File: src/logic/rxaf_pkg.sv
/*
  Package for the receive acceptance filter and buffer control block.
  Holds register offsets, field positions, reset values, buffer sizes and
  the packed structs that carry frame classification and byte streams.
  Assumes nothing of its surroundings.
*/
`default_nettype none

package rxaf_pkg;

  // ==========================================================
  // Register map (offsets are byte addresses of this block)
  localparam logic [7:0] REG_RX_CONTROL = 8'h00;
  localparam logic [7:0] REG_RX_STATUS = 8'h04;

  // ==========================================================
  // Receive control field positions
  localparam int BIT_BCAST_ACCEPT = 15;
  localparam int BIT_RX_BUFFER_SIZE_SEL_LO = 16;
  localparam int BIT_VLAN_FILTER = 18;
  localparam int BIT_CANON_CHECK = 19;
  localparam int BIT_CANON_VALUE = 20;
  localparam int BIT_DISCARD_PAUSE = 22;
  localparam int BIT_PASS_CTRL = 23;
  localparam int BIT_SIZE_EXTEND = 25;
  localparam int BIT_STRIP_FCS = 26;

  // Bits software may hold; reserved 21, 24, 31:27 and 14:0 are zero
  localparam logic [31:0] CTRL_WRITABLE_MASK = 32'h06df_8000;
  localparam logic [31:0] CTRL_RESET = 32'h0000_0000;
  localparam logic [31:0] STATUS_RESET = 32'h0000_0000;

  // ==========================================================
  // Buffer size encodings in bytes
  localparam logic [14:0] BUF_BASE_2048 = 15'h0800;
  localparam logic [14:0] BUF_BASE_1024 = 15'h0400;
  localparam logic [14:0] BUF_BASE_512 = 15'h0200;
  localparam logic [14:0] BUF_BASE_256 = 15'h0100;
  localparam int BUF_EXT_SHIFT = 4;
  localparam int FCS_BYTES = 4;

  // ==========================================================
  // Frame classification delivered with the frame start
  typedef struct packed {
    logic is_broadcast;
    logic addr_match;
    logic is_vlan;
    logic vlan_table_hit;
    logic vlan_cfi;
    logic is_pause;
    logic to_station0;
    logic is_mac_ctrl;
    logic ctrl_dest_ok;
  } rxaf_class_t;

  // One received byte with its frame delimiters
  typedef struct packed {
    logic valid;
    logic sof;
    logic eof;
    logic [7:0] data;
  } rxaf_byte_t;

  // Decision for a finished frame
  typedef struct packed {
    logic valid;
    logic accept;
    logic [15:0] length;
  } rxaf_verdict_t;

endpackage

`default_nettype wire

File: src/logic/rxaf_fcs_delay.sv
/*
  Four-byte delay line used to hold back the trailing frame checksum.
  Emits each byte once four newer bytes of the same frame are seen, so
  the last four bytes can be dropped at end of frame when stripping.
  Assumes a byte stream with no gaps inside a frame is not required.
*/
`timescale 1ns/1ps
`default_nettype none

module rxaf_fcs_delay #(
  parameter int DEPTH = rxaf_pkg::FCS_BYTES
) (
  input wire logic sys_clk,
  input wire logic rst_n_sync,
  input wire logic strip,
  input wire rxaf_pkg::rxaf_byte_t in_byte,
  output rxaf_pkg::rxaf_byte_t out_byte
);

  typedef struct packed {
    logic [DEPTH-1:0][7:0] data;
    logic [2:0] fill;
    logic lead;
    rxaf_pkg::rxaf_byte_t out;
  } rxaf_dly_state_t;

  rxaf_dly_state_t state_r;
  rxaf_dly_state_t state_nxt;

  // ==========================================================
  // Shift and release logic
  always_comb begin
    state_nxt = state_r;
    state_nxt.out = '0;
    if (in_byte.valid) begin
      if (!strip) begin
        // Pass-through when checksum is kept
        state_nxt.out = in_byte;
      end else begin
        // A new frame refills the line; its first release carries sof
        if (in_byte.sof) begin
          state_nxt.fill = 3'h0;
          state_nxt.lead = 1'b1;
        end
        if (state_nxt.fill == 3'(DEPTH)) begin
          state_nxt.out.valid = 1'b1;
          state_nxt.out.sof = state_nxt.lead;
          state_nxt.out.data = state_r.data[DEPTH-1];
          state_nxt.lead = 1'b0;
        end else begin
          state_nxt.fill = state_nxt.fill + 3'h1;
        end
        state_nxt.data = {state_r.data[DEPTH-2:0], in_byte.data};
        // The final four bytes stay behind and are overwritten next frame
        if (in_byte.eof) begin
          state_nxt.out.eof = state_nxt.out.valid;
          state_nxt.fill = 3'h0;
        end
      end
    end
  end

  always_ff @(posedge sys_clk or negedge rst_n_sync) begin
    if (!rst_n_sync) begin
      state_r <= '0;
    end else begin
      state_r <= state_nxt;
    end
  end

  assign out_byte = state_r.out;

endmodule

`default_nettype wire

File: src/logic/rxaf_top.sv
/*
  Receive acceptance filter and buffer size control.
  Holds the receive control register, classifies each frame against it,
  strips the checksum if asked and reports buffer size and verdict.
  Assumes the MAC front end supplies a byte stream and a per-frame
  classification valid with the first byte; DMA consumes the verdict.
*/
`timescale 1ns/1ps
`default_nettype none

module rxaf_top (
  input wire logic sys_clk,
  input wire logic rst_n,
  input wire logic [7:0] reg_addr,
  input wire logic [31:0] reg_wdata,
  input wire logic reg_wr,
  input wire logic reg_rd,
  output logic [31:0] reg_rdata,
  input wire rxaf_pkg::rxaf_byte_t rx_in,
  input wire rxaf_pkg::rxaf_class_t rx_class,
  output rxaf_pkg::rxaf_byte_t rx_out,
  output rxaf_pkg::rxaf_verdict_t verdict,
  output logic [14:0] rx_buf_bytes
);

  // ==========================================================
  // Reset release: asynchronous assert, synchronous release
  logic [1:0] rst_sync_r;

  always_ff @(posedge sys_clk or negedge rst_n) begin
    if (!rst_n) begin
      rst_sync_r <= 2'h0;
    end else begin
      rst_sync_r <= {rst_sync_r[0], 1'b1};
    end
  end

  logic rst_n_sync;
  assign rst_n_sync = rst_sync_r[1];

  // ==========================================================
  // Block state
  typedef struct packed {
    logic [31:0] ctrl;
    logic [31:0] active;
    logic in_frame;
    logic accept;
    logic [15:0] count;
    logic [15:0] accepted;
    logic [15:0] dropped;
    logic [31:0] rdata;
    rxaf_pkg::rxaf_verdict_t verdict;
    logic [14:0] buf_bytes;
  } rxaf_state_t;

  rxaf_state_t state_r;
  rxaf_state_t state_nxt;

  rxaf_pkg::rxaf_byte_t dly_out;
  logic frame_ok;
  logic strip_now;

  // The first byte of a frame must already see the settings it latches
  assign strip_now = (rx_in.valid && rx_in.sof) ? state_r.ctrl[rxaf_pkg::BIT_STRIP_FCS]
                                                : state_r.active[rxaf_pkg::BIT_STRIP_FCS];

  // Checksum delay line; strip follows the latched frame setting
  rxaf_fcs_delay #(
    .DEPTH(rxaf_pkg::FCS_BYTES)
  ) u_fcs_delay (
    .sys_clk(sys_clk),
    .rst_n_sync(rst_n_sync),
    .strip(strip_now),
    .in_byte(rx_in),
    .out_byte(dly_out)
  );

  // ==========================================================
  // Buffer size decode from a control word
  function automatic logic [14:0] rxaf_buf_size(input logic [31:0] c);
    logic [14:0] base;
    base = rxaf_pkg::BUF_BASE_2048;
    case (c[rxaf_pkg::BIT_RX_BUFFER_SIZE_SEL_LO +: 2])
      2'h0: base = rxaf_pkg::BUF_BASE_2048;
      2'h1: base = rxaf_pkg::BUF_BASE_1024;
      2'h2: base = rxaf_pkg::BUF_BASE_512;
      2'h3: base = rxaf_pkg::BUF_BASE_256;
      default: base = rxaf_pkg::BUF_BASE_2048;
    endcase
    // Reserved 00 with extension would be 32 KiB, which does not fit;
    // software must not use it, so it reports zero
    if (c[rxaf_pkg::BIT_SIZE_EXTEND]) begin
      if (c[rxaf_pkg::BIT_RX_BUFFER_SIZE_SEL_LO +: 2] == 2'h0) begin
        base = 15'h0000;
      end else begin
        base = base << rxaf_pkg::BUF_EXT_SHIFT;
      end
    end
    return base;
  endfunction

  // ==========================================================
  // Frame acceptance from the latched settings and classification
  function automatic logic rxaf_accept(input logic [31:0] c,
                                       input rxaf_pkg::rxaf_class_t k);
    logic ok;
    ok = k.addr_match;
    if (k.is_broadcast && c[rxaf_pkg::BIT_BCAST_ACCEPT]) begin
      ok = 1'b1;
    end
    if (k.is_vlan && c[rxaf_pkg::BIT_VLAN_FILTER] && !k.vlan_table_hit) begin
      ok = 1'b0;
    end
    if (k.is_vlan && c[rxaf_pkg::BIT_CANON_CHECK]) begin
      if (k.vlan_cfi != c[rxaf_pkg::BIT_CANON_VALUE]) begin
        ok = 1'b0;
      end
    end
    if (k.is_pause && k.to_station0 && c[rxaf_pkg::BIT_DISCARD_PAUSE]) begin
      ok = 1'b0;
    end
    if (k.is_mac_ctrl && !k.is_pause) begin
      ok = ok && k.ctrl_dest_ok && c[rxaf_pkg::BIT_PASS_CTRL];
    end
    return ok;
  endfunction

  assign frame_ok = rxaf_accept(state_r.ctrl, rx_class);

  // ==========================================================
  // Register access, frame tracking and verdict
  always_comb begin
    state_nxt = state_r;
    state_nxt.rdata = 32'h0000_0000;
    state_nxt.verdict = '0;

    if (reg_wr && reg_addr == rxaf_pkg::REG_RX_CONTROL) begin
      state_nxt.ctrl = reg_wdata & rxaf_pkg::CTRL_WRITABLE_MASK;
    end
    if (reg_rd) begin
      case (reg_addr)
        rxaf_pkg::REG_RX_CONTROL: state_nxt.rdata = state_r.ctrl;
        rxaf_pkg::REG_RX_STATUS: state_nxt.rdata = {state_r.dropped,
                                                     state_r.accepted};
        default: state_nxt.rdata = 32'h0000_0000;
      endcase
    end

    // Settings take effect only at a frame boundary
    if (rx_in.valid && rx_in.sof) begin
      state_nxt.active = state_r.ctrl;
      state_nxt.accept = frame_ok;
      state_nxt.in_frame = 1'b1;
      state_nxt.buf_bytes = rxaf_buf_size(state_r.ctrl);
    end

    // Count delivered bytes; stripped checksum never reaches the count
    if (dly_out.valid) begin
      state_nxt.count = dly_out.sof ? 16'h0001 : state_r.count + 16'h0001;
      if (dly_out.eof) begin
        state_nxt.verdict.valid = 1'b1;
        state_nxt.verdict.accept = state_r.accept;
        state_nxt.verdict.length = state_nxt.count;
        state_nxt.in_frame = 1'b0;
        if (state_r.accept) begin
          state_nxt.accepted = state_r.accepted + 16'h0001;
        end else begin
          state_nxt.dropped = state_r.dropped + 16'h0001;
        end
      end
    end
  end

  // ==========================================================
  // State register
  always_ff @(posedge sys_clk or negedge rst_n_sync) begin
    if (!rst_n_sync) begin
      state_r <= '0;
      state_r.ctrl <= rxaf_pkg::CTRL_RESET;
      state_r.active <= rxaf_pkg::CTRL_RESET;
      state_r.buf_bytes <= rxaf_pkg::BUF_BASE_2048;
    end else begin
      state_r <= state_nxt;
    end
  end

  // Data to DMA: gated by the frame verdict, one cycle behind the delay line
  rxaf_pkg::rxaf_byte_t out_r;

  always_ff @(posedge sys_clk or negedge rst_n_sync) begin
    if (!rst_n_sync) begin
      out_r <= '0;
    end else begin
      out_r <= state_r.accept ? dly_out : '0;
    end
  end

  assign rx_out = out_r;
  assign reg_rdata = state_r.rdata;
  assign verdict = state_r.verdict;
  assign rx_buf_bytes = state_r.buf_bytes;

endmodule

`default_nettype wire

File: config.mk
export PLATFORM = sky130hd
export DESIGN_NAME = rxaf_top
export DESIGN_NICKNAME = d
export VERILOG_FILES = /design/src/logic/rxaf_pkg.sv /design/src/logic/rxaf_fcs_delay.sv /design/src/logic/rxaf_top.sv
export SDC_FILE = /design/constraint.sdc
export NUM_CORES = 1
export LEC_CHECK = 0
export BUFFER_PORTS_ARGS = -buffer_cell sky130_fd_sc_hd__buf_4
export CAP_MARGIN = 10
export CORE_MARGIN = 2
export CORE_UTILIZATION = 56
export DETAILED_ROUTE_END_ITERATION = 8
export HOLD_SLACK_MARGIN = 0.1
export PLACE_DENSITY = 0.78
export SLEW_MARGIN = 10
export SYNTH_ARGS = -nofsm -noshare
export SYNTH_HDL_FRONTEND = slang
export SYNTH_SLANG_ARGS = --single-unit
File: constraint.sdc
create_clock -name sys_clk -period 6.2 [get_ports sys_clk]
set_clock_uncertainty 0.05 [all_clocks]
set_input_delay 1.86 -clock sys_clk [delete_from_list [all_inputs] [get_ports sys_clk]]
set_output_delay 1.86 -clock sys_clk [all_outputs]
set_load 0.005 [all_outputs]
==> impl_results.md, run 1 <==
- Outcome: completed
- Unrepaired setup endpoints after global routing: no
- Routed vias: 5009
- Clk slew on worst S/H paths: about 0.06 ns
- CP delay by family, top: simple AND/OR/NAND/NOR gates
- Syn Area/Cell: ~11 um2
- CTS resizes: 0
- Worst path slowest cell: or4_4
- Dpl cells: 920
- Worst EP required: between 6 and 7 ns
- PortBufs: 109
- Setup TNS: 0 ns
- Io pins: 140
- Initial core utilization: ~58%
- Wire per inst: 14.9 um
- Post-DR vias/cell: between 5 and 6
- Maximum clock path buffer count: 2
- Layout cells sized above 1: between 20% and 30%
- Global-route wire length before repair: 23300 um
- Drt drc: 0
- Final WL: ~14000 um
- Max Slew Vio Count: 0
- Hold Fails Final Rpt: 0
- GP Congestion: ~0.82
- Fmax: a little over 300 MHz
- Crit path capture type: flip-flop
- Total global-route track usage: approximately 20%
- Finished Layout Cells: ~950
- CP arrival: 3.54 ns
- H-tree Lvls: 4
- Pre-antenna DRT Iters: 5
- Vias in the first global route: 4877
- Crit path max fanout: 11
- Largest net degree at the start of global routing: between 70 and 80
- Synth warn: 0
- DRT antenna net count: 0
- N_diodes: 0
- Startpoint class of the critical path: primary input
- Antenna violations before repair: 0
- Critical-path cell list: buf_4 > or4_4 > nor3_4 > nand2_4 > mux2_2
- # setup viols final: 0
- Largest family of logic cells by synthesized area: simple AND/OR/NAND/NOR gates
- Core area: 13300 um2
- Mapped Area: 7730 um2
- Hold_buf cts: 0
- Worst slew pin tran: around 1.0 ns
- Synthesized instance count: slightly above 700
- Synth-to-Final Area Change: 14.0%
- Seq/Total Area, Yosys: approximately 57%
- Clk sinks: between 150 and 200
- DIE HEIGHT: about 120 um
- Num CTS Buffers: 17
- Leak: roughly 4.6 nW
- GRT Residual Overflow: 0
- Synth Area in Simple Gates: around a fifth
- Max cap viols: 0
- Compound-Gate Fraction of Synth Area: between 5 and 6%
- Synth Area in XOR/XNOR: 5.10%
- Clock Tree Root: clkbuf_16
- Max transition margin: a little under a third
- Tmin final: around 3.3 ns
- Final HPWL from detailed placement: between 9000 and 10000 um
- Max stage delay on crit path: 0.55 ns
- Synthesized-area fraction occupied by adder cells: 0.809%
- Flops & latches, synth: between 150 and 200
- Worst VDD drop: about 160 uV
- Synth cell types: 46
- Initial DRC Count: around 360
- CP bufs+invs: 1
- Fillers: ~1000
- Mux contribution to synthesized area: around 3.3%
- Die area: roughly 15000 um2
- Hold crit path type: reg -> reg
- Setup bufs post-CTS: 0
- Pwr/cell area: ~310 nW/um2
- Worst-Skew Late Latency: 0.43 ns
- Die Span X: approximately 120 um
- Crit share post-route: a little over half
- Critical path class: in -> reg
- CTS tree: yes
- Final nets: 832
- Row count: 42
[layout by cell type (no fill, tap or decap), drive strengths merged, types with 6 or more instances in the layout]
cell type    n
nor3        12
and3        27
conb         9
nand3       19
nand2      131
a22o        12
xor2        16
nor2        26
and4         6
and2        15
a21oi       11
o22ai       15
clkbuf      20
a22oi       10
nand4        7
xnor2       29
inv         30
dfrtp      176
nor4         7
buf        113
mux2i       10
nor2b       24
mux2        14
[layer usage]
| metal | track usage (%) | share of wire (%) | wire [um] | vias up |
|---|---|---|---|---|
| met5 | 0 | 0 | 0 | - |
| met3 | 3.76 | 3.7 | 526 | 21 |
| met4 | 7.97 | 1.6 | 231 | 0 |
| li1 | - | - | - | 2393 |
| met2 | 34.3 | 53 | 7470 | 122 |
| met1 | 25.6 | 42 | 5950 | 2473 |
[per-stage QoR]
| stage | setup slack [ns] | hold slack [ns] | utilization [%] | total power, W | area, um2 |
|---|---|---|---|---|---|
| global placement | 2.53 | 0.288 | 61.5 | 0.00167 | 8210 |
| finish | 2.93 | 0.321 | 66.0 | 0.00275 | 8810 |
| detailed placement | 2.45 | 0.307 | 61.5 | 0.00169 | 8210 |
| global route | 2.88 | 0.335 | 66.0 | 0.00288 | 8810 |
| CTS | 2.87 | 0.322 | 66.0 | 0.00277 | 8810 |
| floorplan | 0.854 | 0.281 | - | 0.00159 | 7760 |
[Yosys cell counts (all sizes together)]
library cell | number | area [um2]
conb | 2 | 7.51
nor3b | 3 | 22.5
nand3 | 19 | 95.1
mux2i | 10 | 100
nand4 | 7 | 43.8
dfstp | 1 | 26.3
xor2 | 16 | 140
clkbuf | 21 | 81.3
ha | 5 | 62.6
and4b | 2 | 20.0
a21oi | 11 | 55.1
o22ai | 15 | 93.8
nor3 | 12 | 76.3
nand2 | 131 | 499
and4 | 6 | 52.6
nor2 | 26 | 97.6
dfrtp | 176 | 4400
buf | 75 | 542
nand4b | 1 | 8.76
or2 | 2 | 12.5
a31oi | 2 | 12.5
or4 | 1 | 11.3
xnor2 | 29 | 254
nor4 | 7 | 56.3
a22o | 12 | 105
and3 | 27 | 194
o41ai | 2 | 17.5
or3 | 2 | 12.5
nor4b | 1 | 8.76
and2 | 15 | 93.8
a221oi | 1 | 8.76
a22oi | 10 | 75.1
mux2 | 14 | 158
nand2b | 2 | 12.5
nor2b | 24 | 150
inv | 25 | 93.8
o21ai | 5 | 25.0
[cell families after synthesis]
kind of cell    count (synthesis)
compound gates                 58
xor+xnor                       45
fa+ha+maj                       5
buf+inv                       121
flops                         177
mux                            24
other cells                     2
simple gates                  288
[power breakdown]
group          switching, W  internal (W)  total [W]  leakage, nW
Sequential         0.000115       0.00126    0.00137         2.37
Clock              0.000453      0.000624    0.00108        0.291
Combinational      0.000158      0.000144   0.000302         1.89
Total              0.000726       0.00202    0.00275         4.56
[sequential cells by signal, summed over array words and instances (netlist names)]
name                  flops
state_r                  60
u_fcs_delay.state_r      36
reg_rdata                32
verdict                  18
rx_out                   11
u_fcs_delay.out_byte     11
rx_buf_bytes              7
rst_sync_r                2
[worst paths after layout]
kind	from	endpoint	slack [ns]	cells after the start
max	reg_addr[5]	state_r[173]	2.93	5
min	rst_sync_r[0]	rst_sync_r[1]	0.32	0
max reg2reg	u_fcs_delay.out_byte[10]	state_r[94]	3.73	4
min reg2reg	rst_sync_r[0]	rst_sync_r[1]	0.32	0
max in group asynchronous	rst_sync_r[1]	u_fcs_delay.out_byte[10]	4.38	1
min in group asynchronous	rst_sync_r[1]	rx_out[5]	0.37	0
[final cells by class]
cell class	instances	area (um2)	share of cell area (%)
clock inverters	12	146	1.66
repair buffers	113	848	9.63
clock buffers	20	457	5.18
inverters	25	93.8	1.06
flip-flops and latches	177	4430	50.3
well taps	176	220	2.50
multi-input cells	429	2610	29.7
(Power assumes the default switching activity.)
==> run 2: changes to the inputs <==
--- a/config.mk
+++ b/config.mk
@@ -5,6 +5,7 @@
 export SDC_FILE = /design/constraint.sdc
 export NUM_CORES = 1
 export LEC_CHECK = 0
+export ABC_AREA = 1
 export BUFFER_PORTS_ARGS = -buffer_cell sky130_fd_sc_hd__buf_4
 export CAP_MARGIN = 10
 export CORE_MARGIN = 2
==> constraint.sdc (replaced) <==
create_clock -name sys_clk -period 3.05 [get_ports sys_clk]
set_clock_uncertainty 0.05 [all_clocks]
set_input_delay 0.915 -clock sys_clk [delete_from_list [all_inputs] [get_ports sys_clk]]
set_output_delay 0.915 -clock sys_clk [all_outputs]
set_load 0.005 [all_outputs]
==> run 2 against run 1 <==
  * First-iteration DRC count rose by 11%
  * Register-to-register slack got worse by 2.6 ns
  * Routed wire length rose by 13%
  * Synthesized area rose by 3.5%
  * Global-route usage rose by 2.4 points
  * Via count rose by 19%
  * Critical endpoint is now rx_buf_bytes[11]
==> impl_results.md, run 2 <==
- Outcome: completed
- Worst slew pin tran: 0.664 ns (-0.368 ns)
- Clock Tree Root: clkbuf_16
- Final WL: 16000 um (+13%)
- Number of flip-flops in the largest register: 60 (unchanged)
- Pre-antenna DRT Iters: 5 (unchanged)
- Finished Core Util: 65.6% (-0.44 points)
- Synth cell types: 37 (-20%)
- Asr flop ratio synth: 100% (unchanged)
- Fmax: slightly below 500 MHz
- CP delay by family, top: flip-flops
- Worst path slowest cell: dfstp_2
- Startpoint class of the critical path: flip-flop
- Max Slew Vio Count: 0 (unchanged)
- Row count: 43 (+2.4%)
- Commonest non-fill, non-tap cell in the layout: nand2_1
- Drt drc: 0 (unchanged)
- Max cap viols: 0 (unchanged)
- Flops & latches, synth: 177 (unchanged)
- Initial DRC Count: 404 (+11%)
- Most common cell in the netlist: nand2_1
- Main flop type after synthesis: dfrtp_1
- Final nets: 1048 (+26%)
- Worst VDD drop: 389 uV (+150%)
- Post-synth EDFFs: 0 (unchanged)
- GP Congestion: 0.867 (+5.8%)
- Total global-route track usage: 22.6% (+2.4 points)
- Synth warn: 0 (unchanged)
- Yosys top cell area share: 55.1% (-1.9 points)
- Clk slew on worst S/H paths: 0.06 ns (about the same)
- Layout cells sized above 1: 17.5% (-6.9 points)
- Vias in the first global route: 5641 (+16%)
- Unrepaired setup endpoints after global routing: no
- Synth area leaders: dfrtp_1, nand2_1, buf_4, inv_1, nor2_1
- Core area: 13900 um2 (+4.4%)
- Largest net degree at the start of global routing: 58 (-19%)
- N_diodes: 0 (unchanged)
- Yosys top cell by area: dfrtp_1
- Global-route wire length before repair: 26500 um (+14%)
- DRT antenna net count: 0 (unchanged)
- Finished Layout Cells: 1172 (+23%)
- Power, Total: 0.00555 W (+100%)
- Fillers: 1144 (+10%)
- Syn Area/Cell: 8.68 um2 (-19%)
- Dpl cells: 1140 (+24%)
- Reg2reg path depth: 7 (+3)
- CTS resizes: 0 (unchanged)
- Antenna violations before repair: 0 (unchanged)
- Num CTS Buffers: 17 (unchanged)
- CP arrival: 1.05 ns (-2.49 ns)
- Synthesized instance count: 921 (+28%)
- Setup TNS: 0 ns (unchanged)
- Crit share post-route: ~66%
- Leak: 4.81 nW (+5.6%)
- Hold crit path type: in -> async
- # setup viols final: 0 (unchanged)
- Post-synth top cells: nand2_1, dfrtp_1, inv_1, nor2_1, buf_4
- Die area: 15300 um2 (+3.4%)
- Setup bufs post-CTS: 0 (unchanged)
- Worst r2r dst: state_r[92]
- Max transition margin: 55.7% (+25 points)
- Tmin final: approximately 2.0 ns
- Worst EP required: 2.08 ns (-4.39 ns)
- Io pins: 140 (unchanged)
- Final HPWL from detailed placement: 11300 um (+19%)
- Synth-to-Final Area Change: 14.3%
- PortBufs: 109 (unchanged)
- Worst-Skew Late Latency: 0.42 ns (about the same)
- CP bufs+invs: 1 (unchanged)
- Post-DR vias/cell: 5.08 (-3.4%)
- Hold_buf cts: 0 (unchanged)
- Mapped Area: 8000 um2 (+3.5%)
- Routed vias: 5955 (+19%)
- Clk sinks: 177 (unchanged)
- CTS tree: yes
- GRT Residual Overflow: 0 (unchanged)
- Top reg by flops: state_r
- Critical path class: reg -> out
- H-tree Lvls: 4 (unchanged)
- Crit path capture type: primary output
- Seq/Total Area, Yosys: 55.4% (-1.9 points)
- Initial core utilization: 57.4% (-0.52 points)
- Crit path max fanout: 2 (-9)
- Max stage delay on crit path: 0.53 ns (-0.02 ns)
- Maximum clock path buffer count: 2 (unchanged)
- DIE HEIGHT: 124 um (+1.7%)
- FF-to-FF setup slack: 1.17 ns (-2.56 ns)
- Hold Fails Final Rpt: 0 (unchanged)
- Wire per inst: 13.7 um (-8.3%)
- Die Span X: 124 um (+1.7%)
- Reg2reg start: state_r[113]
- Most frequent cells in the layout: nand2_1, dfrtp_1, buf_4
- Critical-path cell list: buf_4
- Pwr/cell area: 608 nW/um2 (+95%)
[run 2: cell types whose count changed after synthesis, sizes merged, moves of 12 or more]
cell / delta
a22o: -12
nor2: +57
and3: -27
inv: +60
and2: -15
nand3: +38
xnor2: -24
o22ai: -12
mux2: -14
o21ai: +48
nand2: +160
nor2b: -24
[run 2: worst reg2reg max path, delay by kind of cell, from the launching register on]
kind / cells / cell delay (ns)
AND/OR/NAND/NOR: 6 / 0.83
flip-flops: 1 / 0.74
buffers and inverters: 1 / 0.16
[run 2: worst max path at each step]
stage                           from                  endpoint  slack, ns  depth (start not counted)
floorplan              rst_sync_r[1]              reg_rdata[0]       0.08                          0
global placement            rx_in[9]   u_fcs_delay.out_byte[9]       0.63                          8
detailed placement          rx_in[9]  u_fcs_delay.out_byte[10]       0.59                          8
CTS                 rx_buf_bytes[11]          rx_buf_bytes[11]       1.01                          1
global route               rx_in[10]   u_fcs_delay.state_r[14]       0.88                          8
finish              rx_buf_bytes[11]          rx_buf_bytes[11]       1.03                          1
[run 2: power breakdown]
part	total (W)	switching [W]	internal, W
clock	0.00210	0.000865	0.00123
sequential	0.00284	0.000234	0.00261
combinational	0.000614	0.000382	0.000233
[run 2: kinds of logic (layout without fill, tap and decap cells)]
group,Yosys count,in the layout,share of synthesized area (%)
other cells,2,9,0.0939
xor+xnor,16,16,1.75
flops,177,177,55.4
compound gates,79,79,5.24
buf+inv,175,239,11.7
simple gates,467,467,25.0
fa+ha+maj,5,5,0.782
[run 2: cell type report]
type / count / area (um2) / area share, %
Clock buffer: 25 / 505 / 5.53
Clock inverter: 7 / 75.1 / 0.821
Inverter: 87 / 329 / 3.60
Multi-Input combinational cell: 576 / 2660 / 29.1
Sequential cell: 177 / 4430 / 48.5
Tap cell: 180 / 225 / 2.46
Timing Repair Buffer: 120 / 913 / 9.99
[run 2: through the flow]
step                hold slack [ns]  area, um2  worst slack [ns]
floorplan                     0.281       8030            0.0774
global placement              0.283       8560             0.625
detailed placement            0.294       8560             0.593
CTS                           0.195       9140              1.01
global route                  0.194       9140             0.879
finish                        0.210       9140              1.03
[run 2: layer usage]
layer  up-vias  share of wire, %  GRT usage (%)
li1       2931                 -              -
met1      2850                45           31.0
met2       143                48           35.3
met3        31               4.8           5.07
met4         0               2.3           8.66
met5         -                 0              0
